===== src/wdt_pkg.sv =====
// watchdog timer unit: register map, field positions, reset values, timing
// assumes a classic wishbone slave with 32-bit data, byte registers in low bits
package wdt_pkg;
    // register byte addresses (control offset 0xAA is an index, byte address x4)
    localparam logic [7:0] CTL_IDX = 8'hAA;
    localparam logic [9:0] ADDR_CTL = {CTL_IDX, 2'b00};
    localparam logic [9:0] ADDR_CFG4 = 10'h000;
    localparam logic [9:0] ADDR_UNLOCK = 10'h004;
    localparam logic [9:0] ADDR_ISTAT = 10'h008;
    localparam logic [9:0] ADDR_IMASK = 10'h00C;
    localparam logic [9:0] ADDR_SYSCTL = 10'h010;
    // control field positions
    localparam int BIT_RUN = 7;
    localparam int BIT_CLR = 6;
    localparam int BIT_TOF = 5;
    localparam int BIT_LPRUN = 4;
    localparam int BIT_RCF = 3;
    localparam int PS_HI = 2;
    localparam int PS_LO = 0;
    localparam int CFG_MODE_HI = 7;
    localparam int CFG_MODE_LO = 4;
    // system control bits (power state, global and timer interrupt enables)
    localparam int SYS_IDLE = 0;
    localparam int SYS_PDOWN = 1;
    localparam int SYS_GIE = 2;
    localparam int SYS_TIE = 3;
    // status / mask bits
    localparam int EV_TIMEOUT = 0;
    localparam int EV_WDRESET = 1;
    localparam int EV_W = 2;
    // mode codes and reset values
    localparam logic [3:0] MODE_GPT = 4'hF;
    localparam logic [3:0] MODE_STOP_LP = 4'h5;
    localparam logic [7:0] CFG4_RESET = 8'hFF;
    localparam logic [7:0] CTL_RESET = 8'h00;
    localparam logic [7:0] SYSCTL_RESET = 8'h00;
    // timed-access unlock key pair
    localparam logic [7:0] KEY_A = 8'hAA;
    localparam logic [7:0] KEY_B = 8'h55;
    // timing
    localparam int CLK_HZ = 100_000_000;
    localparam int LIRC_HZ = 10_000;
    localparam int LIRC_DIV = CLK_HZ / LIRC_HZ;
    localparam int PRE_W = 11;
    // prescaler tap bit of the shortest interval, select code 0
    localparam int PS_TAP_BASE = 4;
    localparam int CNT_W = 6;
    typedef enum logic [1:0] {WDT_LOCKED, WDT_KEY1, WDT_OPEN} wdt_lock_t;
endpackage


===== src/wdt_timer.sv =====
// watchdog timer unit with wishbone register access and interrupt status
// assumes single clock, synchronous inputs, async active-high reset
//
// The Wishbone slave port was left to the implementer.
`timescale 1ns/1ns
// How it works
// RULE1: four-bit mode field picks timer behaviour
// RULE2: unprogrammed config all ones, plain timer
// RULE3: counter advances through divider from 10 kHz
// RULE4: time-out wakes system from low power
// RULE5: reset mode: unfed time-out issues reset later; in low power the wake transition clears delayRun, so no reset follows
// RULE6: run bit only acts in timer mode
// RULE7: counter and prescaler clear on power transitions
// RULE8: counter-clear bit clears counter; feed periodically
// RULE9: run bits software writable in timer mode
// RULE10: interval end sets flag, counting continues
// RULE11: interrupt needs local and global enable; irqOut needs only its maskReg bit, not SYS_GIE
// RULE12: software clears flag then awaits next
// RULE13: control writes need timed-access unlock first
// RULE14: counter-clear bit self-clears after clearing
// RULE15: reset cause flag sticky until software clears
module wdt_timer
    import wdt_pkg::*;
#(
    parameter int TICK_DIV = LIRC_DIV,
    parameter int RESET_DELAY = 512
) (
    // system
    input wire logic clk_sys,
    input wire logic reset,
    // wishbone slave
    input wire logic wb_cyc_i,
    input wire logic wb_stb_i,
    input wire logic wb_we_i,
    input wire logic [9:0] wb_adr_i,
    input wire logic [3:0] wb_sel_i,
    input wire logic [31:0] wb_dat_i,
    output logic [31:0] wb_dat_o,
    output logic wb_ack_o,
    // system events
    output logic wakeReq,
    output logic sysResetReq,
    output logic timeoutIrq,
    output logic irqOut
);
    logic [7:0] cfgReg;
    logic [7:0] ctlReg;
    logic [7:0] sysReg;
    logic [EV_W-1:0] statReg;
    logic [EV_W-1:0] maskReg;
    wdt_lock_t lockReg;
    logic [$clog2(TICK_DIV+1)-1:0] tickCnt;
    logic [PRE_W-1:0] preReg;
    logic [CNT_W-1:0] cntReg;
    logic [$clog2(RESET_DELAY+1)-1:0] delayCnt;
    logic delayRun;
    logic [1:0] lpPrev;
    logic lowPower;
    logic lpEdge;
    logic [3:0] mode;
    logic isGpt;
    logic running;
    logic tick;
    logic [PRE_W-1:0] tapMask;
    logic step;
    logic interval;
    logic clearAll;
    logic wbReq;
    logic wbWr;
    logic wbRd;
    logic ctlWr;
    logic [7:0] wrByte;

    function automatic logic hit(input logic [9:0] a, input logic [9:0] b);
        hit = (a[9:2] == b[9:2]);
    endfunction

    assign wbReq = wb_cyc_i && wb_stb_i && !wb_ack_o;
    assign wbWr = wbReq && wb_we_i && wb_sel_i[0];
    assign wbRd = wbReq && !wb_we_i;
    assign wrByte = wb_dat_i[7:0];
    assign mode = cfgReg[CFG_MODE_HI:CFG_MODE_LO];
    assign isGpt = (mode == MODE_GPT); // RULE1
    assign lowPower = sysReg[SYS_IDLE] | sysReg[SYS_PDOWN];
    assign lpEdge = (lpPrev != {sysReg[SYS_PDOWN], sysReg[SYS_IDLE]});
    // RULE1 RULE6
    assign running = isGpt ? (ctlReg[BIT_RUN] && (!lowPower || ctlReg[BIT_LPRUN]))
                           : !(lowPower && mode == MODE_STOP_LP);
    assign ctlWr = wbWr && hit(wb_adr_i, ADDR_CTL) && lockReg == WDT_OPEN; // RULE13
    // feeding or a power transition wipes the count
    assign clearAll = ctlReg[BIT_CLR] || lpEdge; // RULE7 RULE8
    assign tick = running && (tickCnt == TICK_DIV[$bits(tickCnt)-1:0] - 1'b1); // RULE3
    // counter steps on each carry into the selected tap, so the select sets the interval
    assign tapMask = PRE_W'((1 << (int'(ctlReg[PS_HI:PS_LO]) + PS_TAP_BASE)) - 1);
    assign step = tick && (&(preReg | ~tapMask)); // RULE3
    assign interval = step && (&cntReg[2:0]) && !clearAll;

    // wishbone answers one cycle after the request
    always_ff @(posedge clk_sys or posedge reset) begin
        if (reset) begin
            wb_ack_o <= 1'b0;
            wb_dat_o <= 32'h0000_0000;
        end else begin
            wb_ack_o <= wbReq;
            wb_dat_o <= 32'h0000_0000;
            if (wbRd) begin
                unique case (1'b1)
                    hit(wb_adr_i, ADDR_CTL): wb_dat_o[7:0] <= ctlReg;
                    hit(wb_adr_i, ADDR_CFG4): wb_dat_o[7:0] <= cfgReg;
                    hit(wb_adr_i, ADDR_ISTAT): wb_dat_o[EV_W-1:0] <= statReg;
                    hit(wb_adr_i, ADDR_IMASK): wb_dat_o[EV_W-1:0] <= maskReg;
                    hit(wb_adr_i, ADDR_SYSCTL): wb_dat_o[7:0] <= sysReg;
                    hit(wb_adr_i, ADDR_UNLOCK): wb_dat_o[1:0] <= lockReg;
                    default: wb_dat_o <= 32'h0000_0000;
                endcase
            end
        end
    end

    // timed access: two keys in a row open one control write
    always_ff @(posedge clk_sys or posedge reset) begin
        if (reset) begin
            lockReg <= WDT_LOCKED;
        end else if (ctlWr) begin
            lockReg <= WDT_LOCKED; // RULE13
        end else if (wbWr && hit(wb_adr_i, ADDR_UNLOCK)) begin
            if (wrByte == KEY_A) begin
                lockReg <= WDT_KEY1;
            end else if (wrByte == KEY_B && lockReg == WDT_KEY1) begin
                lockReg <= WDT_OPEN;
            end else begin
                lockReg <= WDT_LOCKED;
            end
        end
    end

    // boot configuration byte, erased state is all ones
    always_ff @(posedge clk_sys or posedge reset) begin
        if (reset) begin
            cfgReg <= CFG4_RESET; // RULE2
        end else if (wbWr && hit(wb_adr_i, ADDR_CFG4)) begin
            cfgReg <= {wrByte[CFG_MODE_HI:CFG_MODE_LO], 4'h0};
        end
    end

    always_ff @(posedge clk_sys or posedge reset) begin
        if (reset) begin
            sysReg <= SYSCTL_RESET;
            lpPrev <= 2'b00;
        end else begin
            lpPrev <= {sysReg[SYS_PDOWN], sysReg[SYS_IDLE]};
            if (wbWr && hit(wb_adr_i, ADDR_SYSCTL)) begin
                sysReg <= wrByte;
            end else if (interval) begin
                sysReg[SYS_IDLE] <= 1'b0; // RULE4
                sysReg[SYS_PDOWN] <= 1'b0;
            end
        end
    end

    // control register; hardware sets win over software clears
    always_ff @(posedge clk_sys or posedge reset) begin
        if (reset) begin
            ctlReg <= CTL_RESET;
        end else begin
            if (ctlWr) begin
                if (isGpt) begin
                    ctlReg[BIT_RUN] <= wrByte[BIT_RUN]; // RULE9
                    ctlReg[BIT_LPRUN] <= wrByte[BIT_LPRUN];
                end
                ctlReg[BIT_CLR] <= wrByte[BIT_CLR]; // RULE8
                ctlReg[BIT_TOF] <= wrByte[BIT_TOF]; // RULE12
                ctlReg[BIT_RCF] <= wrByte[BIT_RCF];
                ctlReg[PS_HI:PS_LO] <= wrByte[PS_HI:PS_LO];
            end else if (ctlReg[BIT_CLR]) begin
                ctlReg[BIT_CLR] <= 1'b0; // RULE14
            end
            if (interval) begin
                ctlReg[BIT_TOF] <= 1'b1; // RULE10
            end
            if (sysResetReq) begin
                ctlReg[BIT_RCF] <= 1'b1; // RULE15
            end
        end
    end

    // divider chain: tick at 10 kHz, prescaler, then counter
    always_ff @(posedge clk_sys or posedge reset) begin
        if (reset) begin
            tickCnt <= '0; // RULE7
            preReg <= '0;
            cntReg <= '0;
        end else if (clearAll || !running) begin
            tickCnt <= '0;
            if (clearAll) begin
                preReg <= '0;
                cntReg <= '0;
            end
        end else if (tick) begin
            tickCnt <= '0;
            preReg <= preReg + 1'b1; // RULE3
            if (step) begin
                cntReg <= cntReg + 1'b1; // RULE10
            end
        end else begin
            tickCnt <= tickCnt + 1'b1;
        end
    end

    // delayed system reset in reset-timer modes
    always_ff @(posedge clk_sys or posedge reset) begin
        if (reset) begin
            delayRun <= 1'b0;
            delayCnt <= '0;
            sysResetReq <= 1'b0;
        end else begin
            sysResetReq <= 1'b0;
            if (clearAll || isGpt) begin
                delayRun <= 1'b0; // RULE8
                delayCnt <= '0;
            end else if (interval && !delayRun) begin
                delayRun <= 1'b1; // RULE5
                delayCnt <= '0;
            end else if (delayRun) begin
                if (delayCnt == RESET_DELAY[$bits(delayCnt)-1:0] - 1'b1) begin
                    sysResetReq <= 1'b1; // RULE5
                    delayRun <= 1'b0;
                    delayCnt <= '0;
                end else begin
                    delayCnt <= delayCnt + 1'b1;
                end
            end
        end
    end

    // interrupt status clears on read; set wins over read clear
    always_ff @(posedge clk_sys or posedge reset) begin
        if (reset) begin
            statReg <= '0;
            maskReg <= '0;
            irqOut <= 1'b0;
            timeoutIrq <= 1'b0;
            wakeReq <= 1'b0;
        end else begin
            if (wbRd && hit(wb_adr_i, ADDR_ISTAT)) begin
                statReg <= {sysResetReq, interval};
            end else begin
                statReg <= statReg | {sysResetReq, interval};
            end
            if (wbWr && hit(wb_adr_i, ADDR_IMASK)) begin
                maskReg <= wrByte[EV_W-1:0];
            end
            irqOut <= |(statReg & maskReg);
            // RULE11
            timeoutIrq <= ctlReg[BIT_TOF] && sysReg[SYS_TIE] && sysReg[SYS_GIE];
            wakeReq <= interval && lowPower; // RULE4
        end
    end

    // assertions
    property p_irq_gate;
        @(posedge clk_sys) disable iff (reset)
        ##1 timeoutIrq |-> $past(sysReg[SYS_GIE]) && $past(sysReg[SYS_TIE]) && $past(ctlReg[BIT_TOF]);
    endproperty
    a_irq_gate: assert property (p_irq_gate) else $error("irq without enables"); // RULE11

    property p_flag_set;
        @(posedge clk_sys) disable iff (reset)
        interval |=> ctlReg[BIT_TOF];
    endproperty
    a_flag_set: assert property (p_flag_set) else $error("flag not set"); // RULE10

    property p_clr_self;
        @(posedge clk_sys) disable iff (reset)
        (ctlReg[BIT_CLR] && !ctlWr) |=> !ctlReg[BIT_CLR] && cntReg == '0;
    endproperty
    a_clr_self: assert property (p_clr_self) else $error("clear bit stuck"); // RULE14

    property p_locked;
        @(posedge clk_sys) disable iff (reset)
        (wbWr && hit(wb_adr_i, ADDR_CTL) && lockReg != WDT_OPEN) |=> $stable(ctlReg[PS_HI:PS_LO]);
    endproperty
    a_locked: assert property (p_locked) else $error("locked write taken"); // RULE13

    property p_no_reset_gpt;
        @(posedge clk_sys) disable iff (reset)
        isGpt |=> !sysResetReq;
    endproperty
    a_no_reset_gpt: assert property (p_no_reset_gpt) else $error("reset in timer mode"); // RULE1

    property p_rcf;
        @(posedge clk_sys) disable iff (reset)
        sysResetReq |=> ctlReg[BIT_RCF];
    endproperty
    a_rcf: assert property (p_rcf) else $error("cause flag missing"); // RULE15

    property p_lp_clear;
        @(posedge clk_sys) disable iff (reset)
        lpEdge |=> cntReg == '0 && preReg == '0;
    endproperty
    a_lp_clear: assert property (p_lp_clear) else $error("no clear on power change"); // RULE7

    property p_wake;
        @(posedge clk_sys) disable iff (reset)
        (interval && lowPower) |=> wakeReq && !lowPower;
    endproperty
    a_wake: assert property (p_wake) else $error("no wake"); // RULE4

    property p_run_stop;
        @(posedge clk_sys) disable iff (reset)
        (isGpt && !ctlReg[BIT_RUN] && !clearAll) |=> $stable(preReg);
    endproperty
    a_run_stop: assert property (p_run_stop) else $error("counts while stopped"); // RULE6

    property p_delay_start;
        @(posedge clk_sys) disable iff (reset)
        (interval && !delayRun && !isGpt) |=> delayRun;
    endproperty
    a_delay_start: assert property (p_delay_start) else $error("delay not started"); // RULE5

    property p_reset_delayed;
        @(posedge clk_sys) disable iff (reset)
        sysResetReq |-> $past(delayRun) && !$past(isGpt);
    endproperty
    a_reset_delayed: assert property (p_reset_delayed) else $error("reset without delay"); // RULE5

    property p_feed_cancels;
        @(posedge clk_sys) disable iff (reset)
        clearAll |=> !delayRun && !sysResetReq;
    endproperty
    a_feed_cancels: assert property (p_feed_cancels) else $error("feed did not cancel"); // RULE8

    property p_gpt_run_wr;
        @(posedge clk_sys) disable iff (reset)
        (isGpt && ctlWr) |=> ctlReg[BIT_RUN] == $past(wrByte[BIT_RUN]);
    endproperty
    a_gpt_run_wr: assert property (p_gpt_run_wr) else $error("run bit not written"); // RULE9

    property p_flag_clear;
        @(posedge clk_sys) disable iff (reset)
        (ctlWr && !wrByte[BIT_TOF] && !interval) |=> !ctlReg[BIT_TOF];
    endproperty
    a_flag_clear: assert property (p_flag_clear) else $error("flag not cleared"); // RULE12

    property p_irq_level;
        @(posedge clk_sys) disable iff (reset)
        (|(statReg & maskReg)) |=> irqOut;
    endproperty
    a_irq_level: assert property (p_irq_level) else $error("irq missing");

    c_timeout: cover property (@(posedge clk_sys) disable iff (reset) interval);
    c_sysreset: cover property (@(posedge clk_sys) disable iff (reset) sysResetReq);
    c_unlock: cover property (@(posedge clk_sys) disable iff (reset) ctlWr);
    c_irq: cover property (@(posedge clk_sys) disable iff (reset) irqOut);
    c_halt_lp: cover property (@(posedge clk_sys) disable iff (reset) lowPower && mode == MODE_STOP_LP);
endmodule


===== config.mk =====
export PLATFORM = sky130hd
export DESIGN_NAME = wdt_timer
export DESIGN_NICKNAME = d
export VERILOG_FILES = /design/src/wdt_pkg.sv /design/src/wdt_timer.sv
export SDC_FILE = /design/constraint.sdc
export NUM_CORES = 1
export LEC_CHECK = 0
export ABC_AREA = 1
export BUFFER_PORTS_ARGS = -buffer_cell sky130_fd_sc_hd__buf_2
export CORE_UTILIZATION = 28
export DETAILED_ROUTE_END_ITERATION = 8
export SLEW_MARGIN = 20
export SYNTH_ARGS = -nofsm -noshare
export SYNTH_HDL_FRONTEND = slang
export SYNTH_SLANG_ARGS = --single-unit

===== constraint.sdc =====
create_clock -name clk_sys -period 2.5 [get_ports clk_sys]
set_input_delay 0.25 -clock clk_sys [delete_from_list [all_inputs] [get_ports clk_sys]]
set_output_delay 0.25 -clock clk_sys [all_outputs]
set_load 0.01 [all_outputs]

==> impl_metrics.csv, run 1 <==
group,metric,value,unit
global_route,antenna_found_initial,0,
power,p_leak,2.45,nW
setup_path,arrival,2.27,ns
cells_and_area,drive_gt1_share,13.0,%
synth,syn_avg_cell_area,7.68,um^2
clocking,root_buffer,"clkbuf_16",
timing,hold_viol_final,16,
synth,synth.top_cells.by_count,"129 x nand2_1, 85 x inv_1, 76 x dfrtp_1",
clocking,cts_tree,"built",
global_route,use_met3,3.73,%
clocking,clock_path_buffers,2,
min_path,hp-class,"input port to async pin",
synth,async_reset_ff_share,100,%
timing,maxSlewHeadroom,65.3,%
global_route,grt.overflow.total,0,
setup_path,cp_data_required_time,2.72,ns
synth,synth_top_area_cell,"dfrtp_1",
global_route,grtUsageMet2,20.1,%
floorplan,start_util,28.8,%
detailed_routing,drtIter0Drc,258,
flow_run,cap_viol_max_count,0,
clocking,cts.htree.levels,3,
global_route,grt_max_degree,82,
floorplan,core-area,15300,um^2
synth,ys_seq_area_share,46.3,%
timing,worst_pin_slew,0.520,ns
synth,yosys_most_used_dff,"dfrtp_1",
clocking,post_cts_buffers,0,
cells_and_area,nNetsFinal,673,
global_route,grt_pass1_wl,16600,um
timing,fin_skew,0.0120,ns
setup_path,worstPathMaxFanout,8,
setup_path,rrSetupSlack,0.45,ns
timing,finalSetupViolCount,0,
detailed_routing,route.detailed.drc,0,
global_route,grt_usage,12.9,%
placement,routabilityCongestion,0.815,
synth,synth_seq_cells,81,
synth,syn_area,4390,um^2
global_route,grt_pass1_vias,3446,
setup_path,reg2reg_to,"sysReg[1]",
timing,min_period_over_period,81.9,%
global_route,grt_use_met1,17.7,%
timing,setup_tns,0,ns
setup_path,critPathLaunchType,"flop",
clocking,hold_buffers,0,
synth,yosysMostFrequentCell,"nand2_1",
cells_and_area,area_delta_synth_final,14.8,%
floorplan,pin_count,88,
detailed_routing,wl,9530,um
run_status,status,"complete, but fails checks",
clocking,path_clk_slew,0.06,ns
timing,timing.hold.ws,-0.0264,ns
synth,ys_warn_count,0,
timing,rsz0062_at_grt,"no",
floorplan,fp.dieH,127,um
setup_path,crit_path_end_kind,"flop",
cells_and_area,stdcell_area,5040,um^2
power,ir_worst_vdd,0.440,mV
clocking,insertion_delay,0.34,ns
timing,slew_viol_final,0,
timing,period_needed,2.05,ns
floorplan,std_cell_rows,45,
detailed_routing,wl_per_cell,11.4,um
setup_path,reg2reg_depth,9,
synth,synth_edf_count,0,
floorplan,die_w,127,um
setup_path,worstReg2RegStart,"cfgReg[6]",
placement,dp_hpwl,7110,um
setup_path,path_class,"flop to flop",
clocking,numCtsBuffers,9,
global_route,grt-busiest-layer,"met2",
timing,fmax,0.489,GHz
power,p_per_area,602,nW/um^2
floorplan,die_area,16200,um^2
synth,synth_top_area_share,43.3,%
detailed_routing,vias_per_cell,4.38,
synth,synthDistinctLibCells,35,
synth,synthCells,572,
clocking,cts.sinks,81,
clocking,cts_resized,0,
cells_and_area,antenna_cells,0,
synth,synth_area_leaders,"dfrtp_1 43%, nand2_1 11%, inv_1 7.3%",
detailed_routing,detail_route.first_pass.iterations,4,
placement,numPortBuffers,34,
detailed_routing,antenna_left,0,
run_status,violations,"hold timing",
detailed_routing,via_count,3649,
placement,postPlaceCellArea,4760,um^2
## registers in the layout, indices dropped and copies added, names as in the netlist, 2 cells and up
signal    flops
wb_dat_o      8
tickCnt      14
sysReg        8
lockReg       2
lpPrev        2
statReg       2
preReg       11
delayCnt     10
maskReg       2
ctlReg        8
cfgReg        5
cntReg        3
## cells in the final DEF (no fill, tap or decap), types with 2 or more instances in the layout
| cell | synthesis | routed |
|---|---|---|
| nand2_1 | 129 | 129 |
| inv_1 | 85 | 84 |
| dfrtp_1 | 76 | 76 |
| nor2_1 | 58 | 58 |
| o21ai_0 | 48 | 48 |
| buf_2 | 3 | 34 |
| nand3_1 | 33 | 33 |
| conb_1 | 1 | 24 |
| a21oi_1 | 19 | 19 |
| nor3_1 | 16 | 16 |
| nand4_1 | 14 | 14 |
| clkbuf_16 | 0 | 9 |
| nor2_4 | 6 | 6 |
| o21ai_1 | 6 | 6 |
| inv_2 | 5 | 5 |
| nand2_2 | 5 | 5 |
| nor4_1 | 5 | 5 |
| ha_1 | 5 | 5 |
| dfstp_2 | 5 | 5 |
| xor2_1 | 4 | 4 |
| o22ai_1 | 4 | 4 |
| clkbuf_1 | 0 | 4 |
| buf_4 | 24 | 4 |
| nor2_2 | 3 | 3 |
| o211ai_1 | 3 | 3 |
| or2_2 | 2 | 2 |
| a31oi_1 | 2 | 2 |
| nor3b_1 | 2 | 2 |
| clkinvlp_4 | 0 | 2 |
## metal layers
layer	share of wire (%)	wire length, um
met5	0	0
met2	45	4280
met3	5.4	512
met4	0.98	93
met1	49	4650
## critical path, stage by stage, from the launching register on
cell and delay [ns]:
dfstp_2 0.54, nand2_1 0.07, nor2_1 0.17, nand3_1 0.11, nand2_2 0.15, nand2_4 0.12
inv_2 0.14, nand4_1 0.37, nand3_1 0.19, nand2_1 0.07
## how the worst max path moves through the flow
stage	start	endpoint	slack [ns]	cells after the start
CTS	cfgReg[6]	sysReg[1]	0.38	9
finish	cfgReg[6]	sysReg[1]	0.45	9
global placement	cfgReg[6]	sysReg[0]	0.43	9
detailed placement	cfgReg[6]	sysReg[1]	0.40	9
floorplan	reset	cntReg[0]	0.18	1
global route	sysReg[0]	sysReg[1]	0.26	10
## per-stage QoR
stage               util, %  instances  power [mW]  setup WS, ns
floorplan                 -        595        1.71         0.178
global placement       31.2        817        1.77         0.427
detailed placement     31.2        817        1.78         0.404
CTS                    33.0        833        3.07         0.382
global route           33.0        833        3.20         0.257
finish                 33.0        833        3.03         0.453
## cells by family after synthesis
logic type | Yosys count | synth area share, %
AO/OA/AOI/OAI | 84 | 10.0
XOR/XNOR | 5 | 0.997
adder cells (fa/ha/maj) | 5 | 1.42
buffers and inverters | 118 | 12.4
flip-flops | 81 | 46.3
other | 1 | 0.0854
AND/OR/NAND/NOR | 278 | 28.8
## report_power, final
part	internal [mW]	leakage [nW]	switching, mW
Clock	0.775	0.130	0.508
Sequential	1.38	1.04	0.0546
Combinational	0.0999	1.27	0.213
## cell type report
type / count / area, um^2
clock buffers: 13 / 240
clock inverters: 3 / 45.0
fillers: 1627 / 10200
inverters: 90 / 339
multi-input cells: 396 / 1900
flip-flops and latches: 81 / 2030
well taps: 211 / 264
repair buffers: 39 / 220
(Power assumes the default switching activity.)
==> inputs of run 2 (changes only) <==
==> constraint.sdc (replaced) <==
create_clock -name clk_sys -period 2 [get_ports clk_sys]
set_input_delay 0.2 -clock clk_sys [delete_from_list [all_inputs] [get_ports clk_sys]]
set_output_delay 0.2 -clock clk_sys [all_outputs]
set_load 0.01 [all_outputs]
==> run 2 against run 1 <==
The flow now finishes without violations. Combinational power grew 27%. Sequential power rose by 25%. Largest power group unchanged. Total power up 26%. Largest cell class unchanged. Critical path type unchanged.
==> impl_metrics.csv, run 2 (synthesis gave the netlist of run 1 again) <==
group,metric,value,unit
run_status,status,"complete, no violations",
clocking,clock_path_buffers,2,
setup_path,rrSetupSlack,0.20,ns
timing,finalSetupViolCount,0,
power,p_seq_share,47.3,%
floorplan,die_area,16200,um^2
power,p_leak,2.51,nW
detailed_routing,via_count,3708,
cells_and_area,utilization,33.8,%
clocking,insertion_delay,0.35,ns
clocking,path_clk_slew,0.07,ns
placement,dp_cells,825,
power,p_per_area,737,nW/um^2
timing,slew_viol_final,0,
detailed_routing,drtIter0Drc,264,
timing,fin_skew,0.0107,ns
setup_path,critPathLaunchType,"flop",
setup_path,cp-endpoint,"wakeReq",
setup_path,reg2reg_to,"wakeReq",
timing,finalWorstSetupSlack,0.199,ns
setup_path,crit_family,"simple AND/OR/NAND/NOR gates",
flow_run,cap_viol_max_count,0,
power,switching_power,1.00,mW
clocking,cts.htree.levels,3,
clocking,root_buffer,"clkbuf_16",
floorplan,start_util,28.8,%
cells_and_area,area_delta_synth_final,17.6,%
placement,dp_hpwl,7180,um
global_route,antenna_found_initial,0,
setup_path,crit_path_end_kind,"flop",
floorplan,fp.dieH,127,um
setup_path,cpMaxStageDelayCell,"dfstp_2",
floorplan,core-area,15300,um^2
placement,routabilityCongestion,0.805,
power,finalPower,3.81,mW
detailed_routing,antenna_left,0,
global_route,grt.overflow.total,0,
global_route,grt_pass1_wl,16200,um
power,ir_worst_vdd,0.362,mV
detailed_routing,route.detailed.drc,0,
timing,hold_viol_final,0,
detailed_routing,wl,9650,um
power,p_clk_share,42.3,%
detailed_routing,detail_route.first_pass.iterations,5,
setup_path,path_depth,9,
clocking,cts.sinks,81,
setup_path,arrival,2.06,ns
clocking,numCtsBuffers,9,
timing,maxSlewHeadroom,58.2,%
power,combinationalPowerShare,10.5,%
timing,setup_tns,0,ns
min_path,whs_path_depth,3,
floorplan,die_w,127,um
detailed_routing,vias_per_cell,4.38,
setup_path,cp_slowest_stage_delay,0.54,ns
cells_and_area,largest_reg_flops,14,
cells_and_area,drive_gt1_share,15.6,%
cells_and_area,antenna_cells,0,
cells_and_area,reg_top3,"tickCnt: 14 flops, preReg: 11 flops, delayCnt: 10 flops",
detailed_routing,wl_per_cell,11.4,um
timing,rsz0062_at_grt,"no",
cells_and_area,final_common_cell,"nand2_1",
placement,pre_cts_ws,0.137,ns
global_route,grt_pass1_vias,3387,
setup_path,cp_data_required_time,2.26,ns
global_route,grt_max_degree,82,
setup_path,path_class,"flop to flop",
setup_path,worstReg2RegStart,"cfgReg[6]",
setup_path,worstPathMaxFanout,8,
floorplan,std_cell_rows,45,
setup_path,cp_num_buf_inv,2,
global_route,grt_usage,12.8,%
min_path,hp-class,"input port to flop",
power,p_sw_share,26.3,%
cells_and_area,nNetsFinal,687,
clocking,cts_tree,"built",
timing,fmax,0.555,GHz
setup_path,reg2reg_depth,9,
setup_path,crit_chain,"nand2_1 -> nor2_2 -> nand3_1 -> nand2_2 -> nand2_4 -> inv_2 -> nand4_1 -> buf_4 -> a21oi_1",
cells_and_area,regMostFlops,"tickCnt",
timing,worst_pin_slew,0.620,ns
cells_and_area,finalNonFillerCells,847,
power,intPower,2.81,mW
setup_path,startpoint,"cfgReg[6]",
placement,numPortBuffers,34,
cells_and_area,fill_cells,1611,
timing,period_needed,1.80,ns
floorplan,pin_count,88,
timing,min_period_over_period,90.1,%
cells_and_area,mostFrequentLayoutCells,"128 x nand2_1, 84 x inv_1, 76 x dfrtp_1",
==> run 2: timing repair <==
| item | in CTS | in global routing |
|---|---|---|
| resized for setup | 0 | 4 |
| hold buffers | 1 | 0 |
| endpoints found under the hold margin | 22 | 0 |
| endpoints found under the setup margin | 0 | 11 |
| buffers inserted | 0 | 5 |
==> run 2: power by group through the flow <==
stage / sequential (mW) / combinational [mW] / clock (mW)
3_3_place_gp: 1.83 / 0.392 / 0
3_5_place_dp: 1.83 / 0.397 / 0
2_1_floorplan: 1.81 / 0.330 / 0
5_1_grt: 1.81 / 0.475 / 1.72
6_report: 1.80 / 0.399 / 1.61
4_1_cts: 1.80 / 0.401 / 1.65
==> run 2: area by class of cell <==
type                    count  area (um^2)  area share (%)
clock buffers              13          270            5.23
well taps                 211          264            5.11
repair buffers             53          328            6.35
flip-flops and latches     81         2030            39.4
clock inverters             3         23.8           0.460
multi-input cells         396         1900            36.9
inverters                  90          342            6.61
==> run 2: per-stage QoR <==
stage	hold slack (ns)	cell area, um^2
2_1_floorplan	0.314	4480
3_3_place_gp	0.360	4820
3_5_place_dp	0.363	4820
4_1_cts	0.0689	5120
5_1_grt	0.0654	5160
6_report	0.0742	5160
==> run 2: worst register-to-register path, cell delays in order (launching register included) <==
cell,delay (ns)
dfstp_2,0.54
nand2_1,0.08
nor2_2,0.16
nand3_1,0.10
nand2_2,0.16
nand2_4,0.12
inv_2,0.07
nand4_1,0.14
buf_4,0.20
a21oi_1,0.15
==> run 2: worst min-delay path by stage <==
stage	start	to
4_1_cts	wb_dat_i[3]	sysReg[3]
3_5_place_dp	reset	irqOut
6_report	wb_dat_i[3]	sysReg[3]
5_1_grt	wb_dat_i[3]	sysReg[3]
3_3_place_gp	reset	irqOut
2_1_floorplan	wb_dat_i[4]	cfgReg[4]
==> run 2: layer usage <==
layer	GRT usage [%]	wire (um)	part of all wire, %	vias up
li1	-	-	-	1913
met1	16.9	4710	49	1711
met2	20.1	4380	45	78
met3	4.23	471	4.9	6
met4	3.36	83	0.86	0
met5	0	0	0	-
==> inputs of run 3 (changes only) <==
--- a/config.mk
+++ b/config.mk
@@ -7,7 +7,9 @@
 export LEC_CHECK = 0
 export ABC_AREA = 1
 export BUFFER_PORTS_ARGS = -buffer_cell sky130_fd_sc_hd__buf_2
+export CORE_MARGIN = 5
 export CORE_UTILIZATION = 28
+export CTS_CLUSTER_DIAMETER = 30
 export DETAILED_ROUTE_END_ITERATION = 8
 export SLEW_MARGIN = 20
 export SYNTH_ARGS = -nofsm -noshare
==> run 3 against run 2 <==
Clock skew shrank 0.0020 ns. Fmax shrank 0.27%. First-iteration DRC count shrank 17%. Largest cell class unchanged. Combinational power shrank 2%. Global-route usage shrank 1.4 points. Via count shrank 1.7%. Clock power grew 2%. Register-to-register slack is essentially flat. Sequential share of layout area grew 0.27 points. Worst setup slack lost 0.0049 ns. Total power grew 0.71%.
==> impl_metrics.csv, run 3 (synthesis gave the netlist of run 1 again) <==
group,metric,value,unit
run_status,status,"complete, no violations",
power,ir_worst_vdd,0.371,mV
detailed_routing,via_count,3646,
floorplan,fp.dieH,135,um
cells_and_area,stdcell_area,5130,um^2
timing,period_needed,1.81,ns
clocking,path_clk_slew,0.07,ns
min_path,hp-class,"input port to flop",
timing,maxSlewHeadroom,57.7,%
placement,pre_cts_ws,0.0781,ns
global_route,grt_usage,11.4,%
cells_and_area,antenna_cells,0,
cells_and_area,drive_gt1_share,14.7,%
power,p_per_area,748,nW/um^2
flow_run,cap_viol_max_count,0,
global_route,antenna_found_initial,0,
power,finalPower,3.84,mW
clocking,numCtsBuffers,9,
cells_and_area,regMostFlops,"tickCnt",
global_route,grt.overflow.total,0,
floorplan,die_w,135,um
timing,hold_viol_final,0,
setup_path,arrival,2.02,ns
detailed_routing,vias_per_cell,4.33,
timing,finalSetupViolCount,0,
global_route,grt_pass1_wl,16800,um
floorplan,core-area,15300,um^2
global_route,grt_pass1_vias,3503,
placement,dp_hpwl,7450,um
detailed_routing,route.detailed.drc,0,
placement,routabilityCongestion,0.828,
detailed_routing,detail_route.first_pass.iterations,7,
timing,rsz0062_at_grt,"no",
timing,fmax,0.554,GHz
cells_and_area,final_common_cell,"nand2_1",
setup_path,critPathLaunchType,"flop",
cells_and_area,nNetsFinal,682,
timing,slew_viol_final,0,
detailed_routing,drtIter0Drc,220,
cells_and_area,mostFrequentLayoutCells,"129 x nand2_1, 84 x inv_1, 76 x dfrtp_1",
global_route,grt_max_degree,82,
clocking,cts.sinks,81,
floorplan,pin_count,88,
timing,finalWorstSetupSlack,0.194,ns
power,p_leak,2.49,nW
setup_path,worstPathMaxFanout,8,
timing,min_period_over_period,90.3,%
setup_path,cp_data_required_time,2.22,ns
timing,worst_pin_slew,0.627,ns
floorplan,std_cell_rows,45,
timing,setup_tns,0,ns
floorplan,die_area,18300,um^2
clocking,root_buffer,"clkbuf_16",
timing,fin_skew,0.00876,ns
detailed_routing,wl_per_cell,11.7,um
detailed_routing,antenna_left,0,
detailed_routing,wl,9840,um
timing,timing.hold.ws,0.0811,ns
clocking,cts.htree.levels,3,
placement,numPortBuffers,34,
cells_and_area,largest_reg_flops,14,
clocking,clock_path_buffers,2,
cells_and_area,reg_top3,"tickCnt: 14 flops, preReg: 11 flops, delayCnt: 10 flops",
floorplan,start_util,28.7,%
clocking,cts_tree,"built",
clocking,insertion_delay,0.34,ns
cells_and_area,area_delta_synth_final,16.8,%
setup_path,path_class,"flop to flop",
setup_path,crit_path_end_kind,"flop",
placement,postPlaceCellArea,4800,um^2
cells_and_area,fill_cells,1646,
==> run 3: changes by cell type in the layout (fill, tap and decap cells not counted), sizes merged <==
| cell | previous run | this run |
|---|---|---|
| buf | 52 | 47 |
| bufinv | 0 | 1 |
| clkbuf | 13 | 9 |
| clkinv | 1 | 3 |
| clkinvlp | 3 | 4 |
==> run 3: worst max-delay path, stage by stage, from the launching register on <==
cell     delay (ns)
dfstp_2        0.54
nand2_1        0.07
nor2_1         0.15
buf_4          0.13
inv_1          0.05
nand2_1        0.08
nand2_2        0.11
nand2_4        0.15
inv_2          0.05
buf_4          0.15
nand3_1        0.10
o21ai_0        0.09
==> run 3: path summary, 6_finish.rpt <==
path,endpoint,cells after the start,from,slack [ns]
min,sysReg[3],3,wb_dat_i[3],0.08
min in group asynchronous,wb_dat_o[1],4,reset,0.52
min reg2reg,cfgReg[3],2,cfgReg[3],0.44
max reg2reg,cntReg[2],11,cfgReg[6],0.19
max in group asynchronous,cfgReg[5],4,reset,1.11
max,cntReg[2],11,cfgReg[6],0.19
==> run 3: cell type report <==
| cell class | instances | area [um^2] | area share (%) |
|---|---|---|---|
| Timing Repair Buffer | 48 | 290 | 5.66 |
| Multi-Input combinational cell | 396 | 1900 | 37.1 |
| Clock buffer | 9 | 225 | 4.39 |
| Clock inverter | 7 | 71.3 | 1.39 |
| Inverter | 90 | 342 | 6.66 |
| Sequential cell | 81 | 2030 | 39.6 |
| Tap cell | 211 | 264 | 5.15 |
==> run 3: power by group <==
| part | leakage (nW) | internal, mW | total (mW) | switching [mW] |
|---|---|---|---|---|
| clock | 0.137 | 0.964 | 1.65 | 0.682 |
| combinational | 1.31 | 0.128 | 0.390 | 0.262 |
| sequential | 1.04 | 1.73 | 1.80 | 0.0704 |
| total | 2.49 | 2.82 | 3.84 | 1.01 |
==> run 3: repair_timing <==
| item | in CTS | in global routing |
|---|---|---|
| endpoints found under the hold margin | 10 | 0 |
| resized for setup | 0 | 2 |
| setup buffers | 0 | 2 |
| endpoints found under the setup margin | 0 | 22 |
| hold buffers | 1 | 0 |
==> run 3: metal layers <==
metal / vias up / share of wire [%] / global-route usage [%] / wire length, um
met5: - / 0 / 0 / 0
met4: 0 / 1.2 / 3.25 / 123
met3: 10 / 4.6 / 2.71 / 450
met2: 64 / 45 / 17.7 / 4380
met1: 1674 / 50 / 15.7 / 4880
li1: 1898 / - / - / -
==> run 3: per-stage QoR <==
step                cells  util [%]
floorplan             595         -
detailed placement    823      31.4
global placement      823      31.4
finish                842      33.5
global route          842      33.5
CTS                   840      33.4
